--- src/pkg/dmx_pkg.sv ---
// Constants, opcodes, register map and state type for the move executor
package dmx_pkg;

  // Core clock and instruction cycle shape
  localparam int unsigned CLK_MHZ = 250;
  localparam logic [1:0] PH_DECODE = 2'h0;
  localparam logic [1:0] PH_READ = 2'h1;
  localparam logic [1:0] PH_PROC = 2'h2;
  localparam logic [1:0] PH_WRITE = 2'h3;

  // Opcode fields
  localparam logic [5:0] LOAD_POINTER_OPC = 6'h38;
  localparam logic [5:0] COPY_FILE_OPC = 6'h14;
  localparam logic [3:0] COPY_F2F_OPC = 4'hc;
  localparam logic [3:0] SECOND_WORD_OPC = 4'hf;
  localparam logic [7:0] LOAD_BANK_OPC = 8'h01;
  localparam logic [1:0] POINTER_SEL_BAD = 2'h3;

  // Addressing constants
  localparam int unsigned NUM_POINTERS = 3;
  localparam logic [1:0] INDEX_POINTER = 2'h2;
  localparam logic [7:0] EXT_INDEX_MAX = 8'h5f;
  localparam logic [7:0] ACCESS_SPLIT = 8'h80;
  localparam logic [3:0] ACCESS_HIGH_BANK = 4'hf;
  localparam logic [3:0] ACCESS_LOW_BANK = 4'h0;
  localparam logic [11:0] ACC_ADDR = 12'hfe8;

  // Register map, byte addresses
  localparam logic [11:0] REG_CTRL = 12'h000;
  localparam logic [11:0] REG_ACC = 12'h004;
  localparam logic [11:0] REG_BANK = 12'h008;
  localparam logic [11:0] REG_PTR0 = 12'h00c;
  localparam logic [11:0] REG_STRIDE = 12'h004;

  // Reset values
  localparam logic [7:0] RST_BYTE = 8'h00;
  localparam logic [3:0] RST_BANK = 4'h0;
  localparam logic [11:0] RST_PTR = 12'h000;
  localparam logic [11:0] RST_ADDR = 12'h000;
  localparam logic [15:0] RST_WORD = 16'h0000;
  localparam logic [31:0] RST_RDATA = 32'h0000_0000;

  typedef enum logic [1:0] {
    ST_FIRST = 2'b00,
    ST_POINTER_LOW = 2'b01,
    ST_COPY_DEST = 2'b11
  } dmx_state_t;

endpackage : dmx_pkg

--- src/rtl/dmx_exec.sv ---
// Executor for pointer load, file copy, file-to-file copy and bank load
//
// Function
// (RULE_01) Pointer load: two words, high then low
// (RULE_02) Pointer load opcode 1110 00, selector, literal
// (RULE_03) Copy-file destination bit picks accumulator or file
// (RULE_04) Copy-file decode, one cycle, sign/zero flags
// (RULE_05) Bank bit picks access bank or bank-select
// (RULE_06) Extended mode: low offsets use indexed pointer
// (RULE_07) File-to-file copy: read source, write destination
// (RULE_08) Accumulator usable as copy source or destination
// (RULE_09) Stream never targets pc or stack bytes; the code has no guard and writes any destination address
// (RULE_10) Bank load keeps upper four bits zero
// (RULE_11) Stray second word executes as no-operation
`timescale 1ns/1ps
`default_nettype none

module dmx_exec (
  input wire logic clk_i,
  input wire logic srst_i,
  input wire logic [11:0] paddr_i,
  input wire logic psel_i,
  input wire logic penable_i,
  input wire logic pwrite_i,
  input wire logic [31:0] pwdata_i,
  output logic [31:0] prdata_o,
  output logic pready_o,
  output logic pslverr_o,
  input wire logic instr_valid_i,
  input wire logic [15:0] instr_i,
  output logic instr_ready_o,
  output logic [11:0] dmem_addr_o,
  output logic dmem_rd_o,
  input wire logic [7:0] dmem_rdata_i,
  output logic dmem_we_o,
  output logic [7:0] dmem_wdata_o
);

  logic [1:0] q;
  logic [1:0] next_q;
  dmx_pkg::dmx_state_t st;
  dmx_pkg::dmx_state_t next_st;
  logic act;
  logic next_act;
  logic [15:0] ir;
  logic [15:0] next_ir;
  logic [7:0] hold;
  logic [7:0] next_hold;
  logic [7:0] acc;
  logic [7:0] next_acc;
  logic flag_z;
  logic next_flag_z;
  logic flag_n;
  logic next_flag_n;
  logic [3:0] bank;
  logic [3:0] next_bank;
  logic [1:0] ptr_sel;
  logic [1:0] next_ptr_sel;
  logic [11:0] ptr [dmx_pkg::NUM_POINTERS];
  logic [11:0] next_ptr [dmx_pkg::NUM_POINTERS];
  logic addr_acc;
  logic next_addr_acc;
  logic [11:0] next_addr;
  logic next_rd;
  logic next_we;
  logic [7:0] next_wdata;
  logic ext_en;
  logic next_ext_en;
  logic [31:0] next_rdata;
  logic next_slverr;
  logic [7:0] move_val;
  logic [11:0] copy_addr;

  // Forms a file address from the 8-bit field and the bank bit
  function automatic logic [11:0] file_addr(
    input logic [7:0] f,
    input logic a,
    input logic ext,
    input logic [3:0] bank_select_reg,
    input logic [11:0] idx
  );
    logic [11:0] r;
    if (a) begin
      r = {bank_select_reg, f}; // see RULE_05
    end else if (ext && f <= dmx_pkg::EXT_INDEX_MAX) begin
      r = 12'(idx + {4'h0, f}); // see RULE_06
    end else if (f < dmx_pkg::ACCESS_SPLIT) begin
      r = {dmx_pkg::ACCESS_LOW_BANK, f}; // see RULE_05
    end else begin
      r = {dmx_pkg::ACCESS_HIGH_BANK, f};
    end
    return r;
  endfunction : file_addr

  // Words are only taken in the decode phase of each four-clock cycle
  assign instr_ready_o = (q == dmx_pkg::PH_DECODE);
  // No wait states: every register answers in its access cycle
  assign pready_o = 1'b1;

  // Address of a copy-file operand, used in the decode phase
  assign copy_addr = file_addr(instr_i[7:0], instr_i[8], ext_en, bank,
                               ptr[dmx_pkg::INDEX_POINTER]);

  // Value being moved; the accumulator stands in for memory at its address
  assign move_val = addr_acc ? acc : dmem_rdata_i; // see RULE_08

  // Sequencer and datapath next values
  always_comb begin
    next_q = 2'(q + 2'h1);
    next_st = st;
    next_act = act;
    next_ir = ir;
    next_hold = hold;
    next_acc = acc;
    next_flag_z = flag_z;
    next_flag_n = flag_n;
    next_bank = bank;
    next_ptr_sel = ptr_sel;
    next_ptr = ptr;
    next_addr_acc = addr_acc;
    next_addr = dmem_addr_o;
    next_rd = 1'b0;
    next_we = 1'b0;
    next_wdata = dmem_wdata_o;
    unique case (q)
      dmx_pkg::PH_DECODE: begin
        next_act = instr_valid_i;
        if (instr_valid_i) begin
          next_ir = instr_i;
          unique case (st)
            dmx_pkg::ST_FIRST: begin
              if (instr_i[15:10] == dmx_pkg::COPY_FILE_OPC) begin
                next_addr = copy_addr; // see RULE_04
                next_addr_acc = (copy_addr == dmx_pkg::ACC_ADDR);
                next_rd = (copy_addr != dmx_pkg::ACC_ADDR);
              end else if (instr_i[15:12] == dmx_pkg::COPY_F2F_OPC) begin
                next_addr = instr_i[11:0]; // see RULE_07
                next_addr_acc = (instr_i[11:0] == dmx_pkg::ACC_ADDR);
                next_rd = (instr_i[11:0] != dmx_pkg::ACC_ADDR);
              end
            end
            dmx_pkg::ST_COPY_DEST: begin
              // Destination cycle issues no dummy read
              next_addr = instr_i[11:0]; // see RULE_07
              next_addr_acc = (instr_i[11:0] == dmx_pkg::ACC_ADDR);
            end
            dmx_pkg::ST_POINTER_LOW: begin
              next_addr_acc = addr_acc;
            end
          endcase
        end
      end
      dmx_pkg::PH_PROC: begin
        if (act) begin
          unique case (st)
            dmx_pkg::ST_FIRST: begin
              if (ir[15:10] == dmx_pkg::LOAD_POINTER_OPC &&
                  ir[9:8] != dmx_pkg::POINTER_SEL_BAD) begin
                // High four bits first; no flags touched
                next_ptr[ir[9:8]][11:8] = ir[3:0]; // see RULE_01, RULE_02
                next_ptr_sel = ir[9:8];
                next_st = dmx_pkg::ST_POINTER_LOW;
              end else if (ir[15:10] == dmx_pkg::COPY_FILE_OPC) begin
                next_flag_z = (move_val == dmx_pkg::RST_BYTE); // see RULE_04
                next_flag_n = move_val[7];
                if (!ir[9] || addr_acc) begin
                  next_acc = move_val; // see RULE_03
                end else begin
                  next_we = 1'b1; // see RULE_03
                  next_wdata = move_val;
                end
              end else if (ir[15:12] == dmx_pkg::COPY_F2F_OPC) begin
                next_hold = move_val; // see RULE_07, RULE_08
                next_st = dmx_pkg::ST_COPY_DEST;
              end else if (ir[15:8] == dmx_pkg::LOAD_BANK_OPC) begin
                // Bank register is four bits wide, so k[7:4] never lands
                next_bank = ir[3:0]; // see RULE_10
              end else if (ir[15:12] == dmx_pkg::SECOND_WORD_OPC) begin
                // A lone second word changes nothing; a jump into the
                // middle of a two-word op must not corrupt state
                next_st = dmx_pkg::ST_FIRST; // see RULE_11
              end
              // Any other code idles for this cycle
            end
            dmx_pkg::ST_POINTER_LOW: begin
              next_ptr[ptr_sel][7:0] = ir[7:0]; // see RULE_01
              next_st = dmx_pkg::ST_FIRST;
            end
            dmx_pkg::ST_COPY_DEST: begin
              // No guard on pc or stack bytes, see RULE_09
              if (addr_acc) begin
                next_acc = hold; // see RULE_08
              end else begin
                next_we = 1'b1; // see RULE_07
                next_wdata = hold;
              end
              next_st = dmx_pkg::ST_FIRST;
            end
          endcase
        end
      end
      dmx_pkg::PH_READ,
      dmx_pkg::PH_WRITE: begin
        // Memory answers and writes land in these phases
        next_act = act;
      end
    endcase
  end

  // Sequencer and datapath registers
  always_ff @(posedge clk_i) begin
    if (srst_i) begin
      q <= dmx_pkg::PH_DECODE;
      st <= dmx_pkg::ST_FIRST;
      act <= 1'b0;
      ir <= dmx_pkg::RST_WORD;
      hold <= dmx_pkg::RST_BYTE;
      acc <= dmx_pkg::RST_BYTE;
      flag_z <= 1'b0;
      flag_n <= 1'b0;
      bank <= dmx_pkg::RST_BANK;
      ptr_sel <= 2'h0;
      // All three pointers clear together
      for (int i = 0; i < dmx_pkg::NUM_POINTERS; i++) begin
        ptr[i] <= dmx_pkg::RST_PTR;
      end
      addr_acc <= 1'b0;
      dmem_addr_o <= dmx_pkg::RST_ADDR;
      dmem_rd_o <= 1'b0;
      dmem_we_o <= 1'b0;
      dmem_wdata_o <= dmx_pkg::RST_BYTE;
    end else begin
      q <= next_q;
      st <= next_st;
      act <= next_act;
      ir <= next_ir;
      hold <= next_hold;
      acc <= next_acc;
      flag_z <= next_flag_z;
      flag_n <= next_flag_n;
      bank <= next_bank;
      ptr_sel <= next_ptr_sel;
      ptr <= next_ptr;
      addr_acc <= next_addr_acc;
      dmem_addr_o <= next_addr;
      dmem_rd_o <= next_rd;
      dmem_we_o <= next_we;
      dmem_wdata_o <= next_wdata;
    end
  end

  // APB slave; read data is loaded in setup so it is stable in access
  always_comb begin
    next_ext_en = ext_en;
    next_rdata = prdata_o;
    next_slverr = pslverr_o;
    // Writes land only in the access cycle
    if (psel_i && penable_i && pwrite_i &&
        paddr_i == dmx_pkg::REG_CTRL) begin
      next_ext_en = pwdata_i[0];
    end
    if (psel_i && !penable_i) begin
      next_rdata = dmx_pkg::RST_RDATA;
      next_slverr = 1'b0;
      if (paddr_i == dmx_pkg::REG_CTRL) begin
        next_rdata[0] = ext_en;
      end else if (paddr_i == dmx_pkg::REG_ACC) begin
        next_rdata[9:0] = {flag_n, flag_z, acc};
      end else if (paddr_i == dmx_pkg::REG_BANK) begin
        next_rdata[3:0] = bank;
      end else begin
        // Unmapped unless one of the pointer words matches
        next_slverr = 1'b1;
        for (int i = 0; i < dmx_pkg::NUM_POINTERS; i++) begin
          if (paddr_i == 12'(dmx_pkg::REG_PTR0 + i * dmx_pkg::REG_STRIDE))
          begin
            next_rdata[11:0] = ptr[i];
            next_slverr = pwrite_i;
          end
        end
      end
      if (pwrite_i && paddr_i != dmx_pkg::REG_CTRL) begin
        next_slverr = 1'b1; // Status words are read only
      end
    end
  end

  // APB registers
  always_ff @(posedge clk_i) begin
    if (srst_i) begin
      ext_en <= 1'b0;
      prdata_o <= dmx_pkg::RST_RDATA;
      pslverr_o <= 1'b0;
    end else begin
      ext_en <= next_ext_en;
      prdata_o <= next_rdata;
      pslverr_o <= next_slverr;
    end
  end

endmodule : dmx_exec

`default_nettype wire

--- config.mk ---
export PLATFORM = sky130hd
export DESIGN_NAME = dmx_exec
export DESIGN_NICKNAME = d
export VERILOG_FILES = /design/src/pkg/dmx_pkg.sv /design/src/rtl/dmx_exec.sv
export SDC_FILE = /design/constraint.sdc
export NUM_CORES = 1
export LEC_CHECK = 0
export BUFFER_PORTS_ARGS = -buffer_cell sky130_fd_sc_hd__buf_4
export CAP_MARGIN = 10
export CORE_MARGIN = 2
export CORE_UTILIZATION = 37
export CTS_BUF_LIST = sky130_fd_sc_hd__clkbuf_8
export DETAILED_ROUTE_END_ITERATION = 7
export GPL_TIMING_DRIVEN = 0
export PLACE_DENSITY_LB_ADDON = 0.2
export SLEW_MARGIN = 20
export SYNTH_ARGS = -nofsm -noshare
export SYNTH_HDL_FRONTEND = slang
export SYNTH_SLANG_ARGS = --single-unit
--- constraint.sdc ---
create_clock -name clk_i -period 2.3 [get_ports clk_i]
set_input_delay 0.46 -clock clk_i [delete_from_list [all_inputs] [get_ports clk_i]]
set_output_delay 0.46 -clock clk_i [all_outputs]
set_load 0.005 [all_outputs]
==> impl_metrics.csv, run 1 <==
group,metric,value,unit
outcome,status,"complete, but fails checks",
outcome,violations,"setup timing",
place,place.gp.congestion,0.878,
clocking,clockBufferDepth,2,
power,p_clk_share,42.1,%
place,dp_hpwl,13400,um
worst_setup_path,crit_chain,"ha_2 > o21a_1 > a21oi_2 > mux2_2 > o21ai_1 > o211a_1 > nand4_1 > o22ai_2",
synth,yosysSeqAreaShare,37.9,%
layout,fin_area,7740,um^2
synth,synth.avg_cell_area,8.53,um^2
layout,area_delta_synth_final,24.2,%
route,wl,18300,um
worst_setup_path,cp.arrival,2.69,ns
place,place_inst,1045,
clocking,cts_hold_buf,0,
synth,synthArstFlopShare,0,%
layout,final_common_cell,"dfxtp_1",
power,p_int,3.24,mW
sta,setup_viol,1,
sta,holdWs,0.252,ns
worst_setup_path,reg2reg_depth,8,
worst_setup_path,path_max_fanout,5,
sta,rsz0062_at_grt,"yes",
route,first_iter_violations,356,
floorplan,dieArea,17900,um^2
worst_setup_path,start_kind,"flip-flop",
layout,layout-drive-gt1-share,23.8,%
power,ir_drop,0.000379,V
worst_setup_path,critPathMaxStageDelay,0.37,ns
synth,yosys_warnings,0,
hold_path,hold_class,"primary input to flip-flop",
layout,final_util,46.9,%
worst_setup_path,required,2.65,ns
sta,tightest_slew,0.741,ns
global_route,grt.overflow.total,0,
route,detail_route.first_pass.iterations,5,
floorplan,fp.dieW,134,um
sta,period_needed,2.34,ns
sta,setup_slack,-0.0405,ns
floorplan,io_pins,131,
worst_setup_path,slowest_stage,"dfxtp_2",
route,ant_nets,0,
route,wl_per_cell,16.9,um
clocking,htree_num_levels,4,
global_route,first_global_vias,5392,
global_route,grt_use_total,20.7,%
place,io_buffers,75,
sta,slew-limit-headroom,50.6,%
layout,antennaDiodeCount,0,
floorplan,start_util,37.7,%
sta,hold_viol,0,
global_route,grt_max_degree,17,
floorplan,core-area,16500,um^2
worst_setup_path,end_kind,"flip-flop",
layout,stdcell_count,1080,
clocking,cts_tree,"yes",
power,p_leak,2.94,nW
synth,ys_ff_latch,118,
clocking,cts_buffers,17,
clocking,clockRootBuffer,"clkbuf_8",
power,power.switching,1.13,mW
floorplan,die_h,134,um
synth,synth_area,6240,um^2
power,p_per_area,564,nW/um^2
flow_run,drv_cap,0,
power,seqPwrFrac,48.0,%
clocking,clk_latency,0.45,ns
sta,fmax,427,MHz
route,vias,5627,
power,power,4.37,mW
synth,yosys.cell_types.count,68,
clocking,clk_pin_slew,0.07,ns
sta,maxSlewViolCount,0,
global_route,antenna_found_initial,0,
sta,tns,-0.0405,ns
clocking,clock-sinks,118,
synth,yosys_most_used_dff,"dfxtp_1",
layout,fin_nets,937,
power,p_sw_share,25.8,%
route,drc_errors,0,
layout,layout_common_cells,"dfxtp_1 (111), nor2_1 (106), buf_4 (104), mux2i_1 (71), nand2_1 (66)",
synth,syn_inst,731,
sta,skew,0.0116,ns
route,via_per_inst,5.21,
place,dpl_worst_slack,-0.482,ns
hold_path,min_path_cells,3,
synth,synth-edff-count,0,
sta,period_share,102,%
place,placed_cell_area,7150,um^2
worst_setup_path,path_class,"flip-flop to flip-flop",
global_route,grt_first_pass_wirelength,28800,um
floorplan,num_rows,47,
power,comb_power_share,9.9,%
## metal layers
layer | GRT usage (%) | up-vias | share of wire [%]
met5 | 0 | - | 0
met4 | 6.68 | 0 | 1.3
met3 | 3.89 | 20 | 4.3
met2 | 35.1 | 136 | 50
met1 | 26.5 | 2682 | 45
li1 | - | 2789 | -
## registers in the layout (all words and copies together), names as in the netlist
| name | cells |
|---|---|
| acc | 8 |
| act | 1 |
| addr_acc | 1 |
| bank | 4 |
| dmem_addr_o | 12 |
| dmem_rd_o | 1 |
| dmem_wdata_o | 8 |
| dmem_we_o | 1 |
| ext_en | 1 |
| flag_n | 1 |
| flag_z | 1 |
| hold | 8 |
| ir | 16 |
| prdata_o | 12 |
| pslverr_o | 1 |
| ptr | 36 |
| ptr_sel | 2 |
| q | 2 |
| st | 2 |
## final timing paths
path	from	to	slack, ns
worst max-delay path	ptr[2]	addr_acc	-0.04
worst min-delay path	pwdata_i[0]	ext_en	0.25
worst max register to register	ptr[2]	addr_acc	-0.04
worst min register to register	q[0]	q[0]	0.41
## power groups by stage
stage	Combinational [mW]	Sequential (mW)	Clock (mW)
final	0.431	2.10	1.84
after global routing	0.473	2.10	1.96
after CTS	0.420	2.10	1.87
after detailed placement	0.412	2.15	0
after global placement	0.412	2.15	0
after floorplan	0.247	2.14	0
## cells in the mapped netlist, types with 3 or more instances
| cell | instances | share of area (%) |
|---|---|---|
| a21o_1 | 4 | 0.48 |
| buf_2 | 8 | 0.64 |
| mux2i_1 | 71 | 11 |
| a2111oi_0 | 3 | 0.42 |
| nor3b_1 | 4 | 0.48 |
| nand3_1 | 21 | 1.7 |
| a211oi_1 | 7 | 0.84 |
| inv_1 | 8 | 0.48 |
| buf_1 | 5 | 0.30 |
| ha_1 | 13 | 2.6 |
| a31oi_1 | 6 | 0.60 |
| a21oi_1 | 43 | 3.5 |
| o21a_1 | 3 | 0.36 |
| nand2_1 | 67 | 4.0 |
| nand4_1 | 6 | 0.60 |
| o21ai_0 | 15 | 1.2 |
| nor2b_1 | 12 | 1.2 |
| nor2_1 | 106 | 6.4 |
| and3_1 | 5 | 0.50 |
| a221oi_1 | 4 | 0.56 |
| nand2b_1 | 10 | 1.0 |
| a22oi_1 | 7 | 0.84 |
| and2_1 | 4 | 0.40 |
| o22ai_1 | 3 | 0.30 |
| a311oi_1 | 4 | 0.56 |
| nor3_1 | 29 | 2.3 |
| buf_4 | 22 | 2.6 |
| o211ai_1 | 6 | 0.72 |
| o2bb2ai_1 | 7 | 0.98 |
| clkbuf_1 | 32 | 1.9 |
| xnor2_1 | 3 | 0.42 |
| nor4_1 | 9 | 0.90 |
| mux2_2 | 19 | 3.4 |
| dfxtp_1 | 118 | 38 |
## worst max-delay path, delay by kind of cell, from the launching register on
family | cells | cell delay (ns)
AND/OR/NAND/NOR | 1 | 0.16
flip-flops | 1 | 0.37
adder cells (fa/ha/maj) | 1 | 0.33
multiplexers | 1 | 0.36
AO/OA/AOI/OAI | 5 | 1.03
## logic make-up after synthesis
group | share of synthesized area [%]
XOR/XNOR | 0.562
AND/OR/NAND/NOR | 23.8
buffers and inverters | 6.32
AO/OA/AOI/OAI | 13.6
other | 0.120
adder cells (fa/ha/maj) | 2.93
flip-flops | 37.9
multiplexers | 14.8
## layout make-up
cell class              count  area, um^2
inverters                   9        33.8
plain buffers              67         352
well taps                 220         275
clock buffers              19         262
multi-input cells         554        3720
clock inverters            11         111
repair buffers             82         616
flip-flops and latches    118        2380
fillers                  1668        8780
## timing repair
item                                    CTS  global route
pin swaps                                 9            12
endpoints found under the setup margin    6            40
buffers inserted                          4             3
endpoints found under the hold margin     0             0
resized for setup                        24            16
Note: power is estimated with default switching activity, not from simulation.
==> run 2: changes to the inputs <==
--- a/config.mk
+++ b/config.mk
@@ -8,7 +8,7 @@
 export BUFFER_PORTS_ARGS = -buffer_cell sky130_fd_sc_hd__buf_4
 export CAP_MARGIN = 10
 export CORE_MARGIN = 2
-export CORE_UTILIZATION = 37
+export CORE_UTILIZATION = 50
 export CTS_BUF_LIST = sky130_fd_sc_hd__clkbuf_8
 export DETAILED_ROUTE_END_ITERATION = 7
 export GPL_TIMING_DRIVEN = 0
==> run 2 against run 1 <==
The run still ends with setup timing left. Total power rose by 2.1%. Highest routed layer unchanged. Combinational power about the same. Via count is 0.87% higher. First-iteration DRC count rose by 40%. Critical path depth up 1. Critical endpoint is now dmem_rd_o. Core utilization up 17 points.
==> impl_metrics.csv, run 2 (synthesis gave the netlist of run 1 again) <==
group,metric,value,unit
worst_setup_path,crit_path_start,"ptr[0]",
outcome,status,"complete, but fails checks",
sta,rsz0062_at_grt,"yes",
worst_setup_path,cp.arrival,2.69,ns
power,ir_drop,0.000421,V
route,detail_route.first_pass.iterations,5,
global_route,grt_first_pass_wirelength,27800,um
global_route,grt_max_degree,17,
worst_setup_path,required,2.64,ns
clocking,clockBufferDepth,2,
power,p_leak,2.94,nW
layout,antennaDiodeCount,0,
worst_setup_path,regToRegEndpoint,"dmem_rd_o",
sta,fmax,424,MHz
clocking,cts_tree,"yes",
power,p_per_area,578,nW/um^2
route,vias,5676,
layout,largest_reg_flops,36,
place,placed_cell_area,7090,um^2
global_route,antenna_found_initial,0,
worst_setup_path,start_kind,"flip-flop",
layout,reg_top3,"ptr (36), ir (16)",
sta,slew-limit-headroom,49.3,%
layout,layout-drive-gt1-share,24.0,%
place,place.gp.congestion,0.874,
route,wl_per_cell,17.4,um
clocking,htree_num_levels,4,
sta,maxSlewViolCount,0,
floorplan,die_h,116,um
layout,fin_nets,936,
power,comb_power_share,9.6,%
clocking,cts_buffers,17,
hold_path,hold_class,"primary input to flip-flop",
power,p_clk_share,43.3,%
worst_setup_path,end_kind,"flip-flop",
worst_setup_path,worstSetupEndpoint,"dmem_rd_o",
global_route,grt.overflow.total,0,
worst_setup_path,path_class,"flip-flop to flip-flop",
floorplan,num_rows,40,
layout,fin_area,7720,um^2
layout,multi_input_area,3730,um^2
layout,regMostFlops,"ptr",
sta,hold_viol,0,
floorplan,io_pins,131,
route,drc_errors,0,
route,ant_nets,0,
floorplan,start_util,51.5,%
sta,setup_viol,2,
route,via_per_inst,5.52,
route,wl,17900,um
global_route,grt_use_total,27.2,%
clocking,clockRootBuffer,"clkbuf_8",
sta,setup_slack,-0.0570,ns
layout,fillers,1068,
worst_setup_path,reg2reg_from,"ptr[0]",
layout,ff_latch_area,2380,um^2
sta,tns,-0.112,ns
worst_setup_path,worst-r2r-setup-slack,-0.06,ns
power,power.switching,1.12,mW
flow_run,drv_cap,0,
layout,final_common_cell,"dfxtp_1",
place,dp_hpwl,13200,um
floorplan,dieArea,13400,um^2
sta,period_share,102,%
outcome,violations,"setup timing",
global_route,first_global_vias,5451,
layout,area_delta_synth_final,23.8,%
power,p_sw_share,25.1,%
layout,layout_common_cells,"dfxtp_1 (111), nor2_1 (105), buf_4 (101), mux2i_1 (71), nand2_1 (66)",
power,p_int,3.34,mW
place,place_inst,993,
clocking,clk_latency,0.45,ns
place,io_buffers,75,
floorplan,fp.dieW,116,um
sta,period_needed,2.36,ns
route,first_iter_violations,498,
floorplan,core-area,12100,um^2
sta,tightest_slew,0.761,ns
clocking,cts_hold_buf,0,
clocking,clock-sinks,118,
clocking,clk_pin_slew,0.07,ns
worst_setup_path,path_max_fanout,3,
sta,skew,0.0103,ns
worst_setup_path,reg2reg_depth,9,
layout,stdcell_count,1029,
power,seqPwrFrac,47.1,%
[run 2: cell types whose count changed in the layout (fill, tap and decap cells not counted), sizes merged]
cell	delta
buf	-3
clkbuf	+5
clkinv	-1
[run 2: worst max-delay path, cell delays in order (launching register included)]
cell	delay [ns]
dfxtp_2	0.34
ha_4	0.17
fa_2	0.37
a21oi_4	0.20
o21ai_1	0.11
a2111o_1	0.43
nand3_2	0.10
o211a_1	0.15
nand4_1	0.19
o2bb2ai_2	0.19
[run 2: power by group through the flow]
stage	registers, mW	clock network, mW	logic (mW)
2_1_floorplan	2.14	0	0.247
3_3_place_gp	2.14	0	0.399
3_5_place_dp	2.15	0	0.405
4_1_cts	2.10	1.95	0.412
5_1_grt	2.10	2.05	0.470
6_report	2.10	1.93	0.430
[run 2: stage by stage]
stage          total power, mW  setup WS [ns]  hold slack, ns  util [%]
2_1_floorplan             2.39         0.0254           0.393         -
3_3_place_gp              2.54         -0.509           0.425      58.5
3_5_place_dp              2.55         -0.516           0.420      58.5
4_1_cts                   4.46        -0.0254           0.224      62.7
5_1_grt                   4.63         -0.135           0.253      63.7
6_report                  4.46        -0.0570           0.238      63.7
[run 2: worst min-delay path by stage]
stage,depth (start not counted),to,start
finish,3,ext_en,pwdata_i[0]
global route,3,ir[14],instr_i[14]
CTS,3,ext_en,pwdata_i[0]
detailed placement,1,q[0],q[0]
global placement,1,q[0],q[0]
floorplan,1,q[0],q[0]
[run 2: layout make-up]
type                    instances  area share [%]
multi-input cells             554            48.3
flip-flops and latches        118            30.8
repair buffers                 80            7.83
plain buffers                  68            4.64
clock buffers                  22            3.92
well taps                     168            2.72
clock inverters                10            1.33
inverters                       9           0.438
[run 2: what timing repair did]
action	4_1_cts	5_1_grt
buffers inserted	2	3
gates resized for setup	25	20
pin swaps	5	10
endpoints found under the setup margin	6	33
[run 2: routing by layer]
layer	global-route usage, %	part of all wire, %	routed length [um]
met2	44.8	49	8750
met3	5.75	5.1	913
met4	9.05	1.3	240
met5	0	0	0
met1	35.7	45	7960
==> run 3: changes to the inputs <==
--- a/config.mk
+++ b/config.mk
@@ -11,7 +11,6 @@
 export CORE_UTILIZATION = 50
 export CTS_BUF_LIST = sky130_fd_sc_hd__clkbuf_8
 export DETAILED_ROUTE_END_ITERATION = 7
-export GPL_TIMING_DRIVEN = 0
 export PLACE_DENSITY_LB_ADDON = 0.2
 export SLEW_MARGIN = 20
 export SYNTH_ARGS = -nofsm -noshare
==> run 3 against run 2 <==
The run still ends with setup timing left. Non-clock buffer count down 10. Register-to-register slack about the same. Sequential power barely moved. Core utilization rose by 0.36 points. First-iteration DRC count down 22%. Clock power rose by 5%. Clock skew increased by 0.00078 ns. Highest routed layer unchanged. Via count decreased by 0.74%.
==> impl_metrics.csv, run 3 (synthesis gave the netlist of run 1 again) <==
group,metric,value,unit
power,p_int,3.42,mW
clocking,cts_hold_buf,0,
worst_setup_path,start_kind,"flip-flop",
global_route,antenna_found_initial,0,
route,drc_errors,0,
power,ir_drop,0.000440,V
layout,fillers,1051,
worst_setup_path,worst-r2r-setup-slack,-0.05,ns
worst_setup_path,reg2reg_from,"ptr[0]",
route,vias,5634,
worst_setup_path,path_class,"flip-flop to flip-flop",
route,ant_nets,0,
route,via_per_inst,5.53,
layout,antennaDiodeCount,0,
worst_setup_path,cp.arrival,2.70,ns
power,comb_power_share,8.8,%
sta,maxSlewViolCount,0,
flow_run,drv_cap,0,
layout,final_common_cell,"buf_4",
place,placed_cell_area,7230,um^2
place,io_buffers,78,
floorplan,num_rows,40,
layout,layout-drive-gt1-share,25.7,%
worst_setup_path,end_kind,"flip-flop",
worst_setup_path,regToRegEndpoint,"dmem_rd_o",
clocking,clock-sinks,118,
layout,multi_input_area,3660,um^2
floorplan,start_util,51.5,%
sta,setup_viol,2,
route,detail_route.first_pass.iterations,5,
layout,area_delta_synth_final,24.5,%
clocking,clockRootBuffer,"clkbuf_8",
clocking,cts_tree,"yes",
worst_setup_path,crit_path_start,"ptr[0]",
global_route,grt_max_degree,68,
clocking,clk_pin_slew,0.07,ns
global_route,grt.overflow.total,0,
sta,period_needed,2.35,ns
outcome,violations,"setup timing",
sta,hold_viol,0,
worst_setup_path,path_max_fanout,3,
power,power.switching,1.10,mW
global_route,first_global_vias,5522,
sta,slew-limit-headroom,52.0,%
floorplan,dieArea,13400,um^2
sta,skew,0.0111,ns
hold_path,hold-path-endpoint,"ext_en",
place,place.gp.congestion,0.910,
clocking,cts_buffers,17,
sta,rsz0062_at_grt,"yes",
clocking,clockBufferDepth,2,
clocking,clk_latency,0.46,ns
sta,period_share,102,%
place,dp_hpwl,12400,um
power,p_leak,3.06,nW
hold_path,min_path_cells,3,
layout,fin_area,7760,um^2
layout,layout_common_cells,"buf_4 (135), dfxtp_1 (113), nor2_1 (105), mux2i_1 (71), nand2_1 (67)",
worst_setup_path,reg2reg_depth,10,
layout,fin_nets,926,
power,seqPwrFrac,46.6,%
route,wl_per_cell,16.4,um
outcome,status,"complete, but fails checks",
route,first_iter_violations,387,
layout,ff_latch_area,2370,um^2
sta,fmax,426,MHz
floorplan,die_h,116,um
power,p_per_area,582,nW/um^2
power,p_clk_share,44.6,%
floorplan,fp.dieW,116,um
sta,tns,-0.0803,ns
hold_path,hold_class,"primary input to flip-flop",
floorplan,core-area,12100,um^2
power,power,4.52,mW
layout,regMostFlops,"ptr",
global_route,grt_use_total,25.7,%
place,dpl_worst_slack,-0.312,ns
hold_path,hp-start,"pwdata_i[0]",
worst_setup_path,required,2.65,ns
power,p_sw_share,24.4,%
global_route,grt_first_pass_wirelength,26700,um
sta,tightest_slew,0.719,ns
layout,largest_reg_flops,36,
floorplan,io_pins,131,
layout,reg_top3,"ptr (36), ir (16)",
sta,setup_slack,-0.0490,ns
route,wl,16700,um
clocking,htree_num_levels,4,
-- run 3: cell count changes in the layout (fill, tap and decap cells not counted), moves of 3 or more --
cell,change
buf_2,-7
ha_2,-3
clkbuf_1,-32
buf_1,-5
buf_4,+34
ha_1,+5
-- run 3: critical path, cell delays in order, from the launching register on --
cell	delay, ns
dfxtp_4	0.37
ha_4	0.17
fa_2	0.42
a21oi_4	0.18
buf_6	0.12
o21bai_1	0.07
xnor2_1	0.27
a32oi_1	0.19
a31oi_1	0.18
nand4_1	0.14
o2bb2ai_1	0.15
-- run 3: metrics by stage --
step | hold slack, ns | util (%) | instances
after floorplan | 0.393 | - | 750
after global placement | 0.404 | 59.7 | 987
after detailed placement | 0.408 | 59.7 | 987
after CTS | 0.229 | 63.2 | 1019
after global routing | 0.264 | 64.1 | 1019
final | 0.240 | 64.1 | 1019
-- run 3: power by group through the flow --
stage / registers (mW) / logic, mW / clock network [mW]
3_3_place_gp: 2.15 / 0.375 / 0
4_1_cts: 2.11 / 0.386 / 2.04
2_1_floorplan: 2.14 / 0.247 / 0
5_1_grt: 2.11 / 0.437 / 2.12
3_5_place_dp: 2.16 / 0.383 / 0
6_report: 2.11 / 0.398 / 2.02
-- run 3: cell type report --
class                           count  share of cell area, %
Clock inverter                     11                   1.71
Inverter                            9                  0.435
Sequential cell                   118                   30.5
Tap cell                          168                   2.71
Timing Repair Buffer              138                   13.7
Clock buffer                       21                   3.72
Multi-Input combinational cell    554                   47.2
-- run 3: what timing repair did --
item | in CTS | in global routing
setup buffers | 0 | 1
pin swaps | 1 | 13
gates resized for setup | 5 | 21
endpoints found under the setup margin | 5 | 9
-- run 3: worst max path at each step --
stage                                end  slack (ns)
after floorplan           dmem_addr_o[9]        0.03
after global placement         dmem_rd_o       -0.30
after detailed placement  dmem_addr_o[9]       -0.31
after CTS                 dmem_addr_o[9]      0.0001
after global routing           dmem_rd_o       -0.14
final                          dmem_rd_o       -0.05
-- run 3: metal layers --
metal | share of wire (%) | global-route usage [%] | up-vias
li1 | - | - | 2772
met1 | 44 | 32.5 | 2685
met2 | 50 | 43.2 | 149
met3 | 4.4 | 4.92 | 28
met4 | 2.2 | 10.5 | 0
met5 | 0 | 0 | -
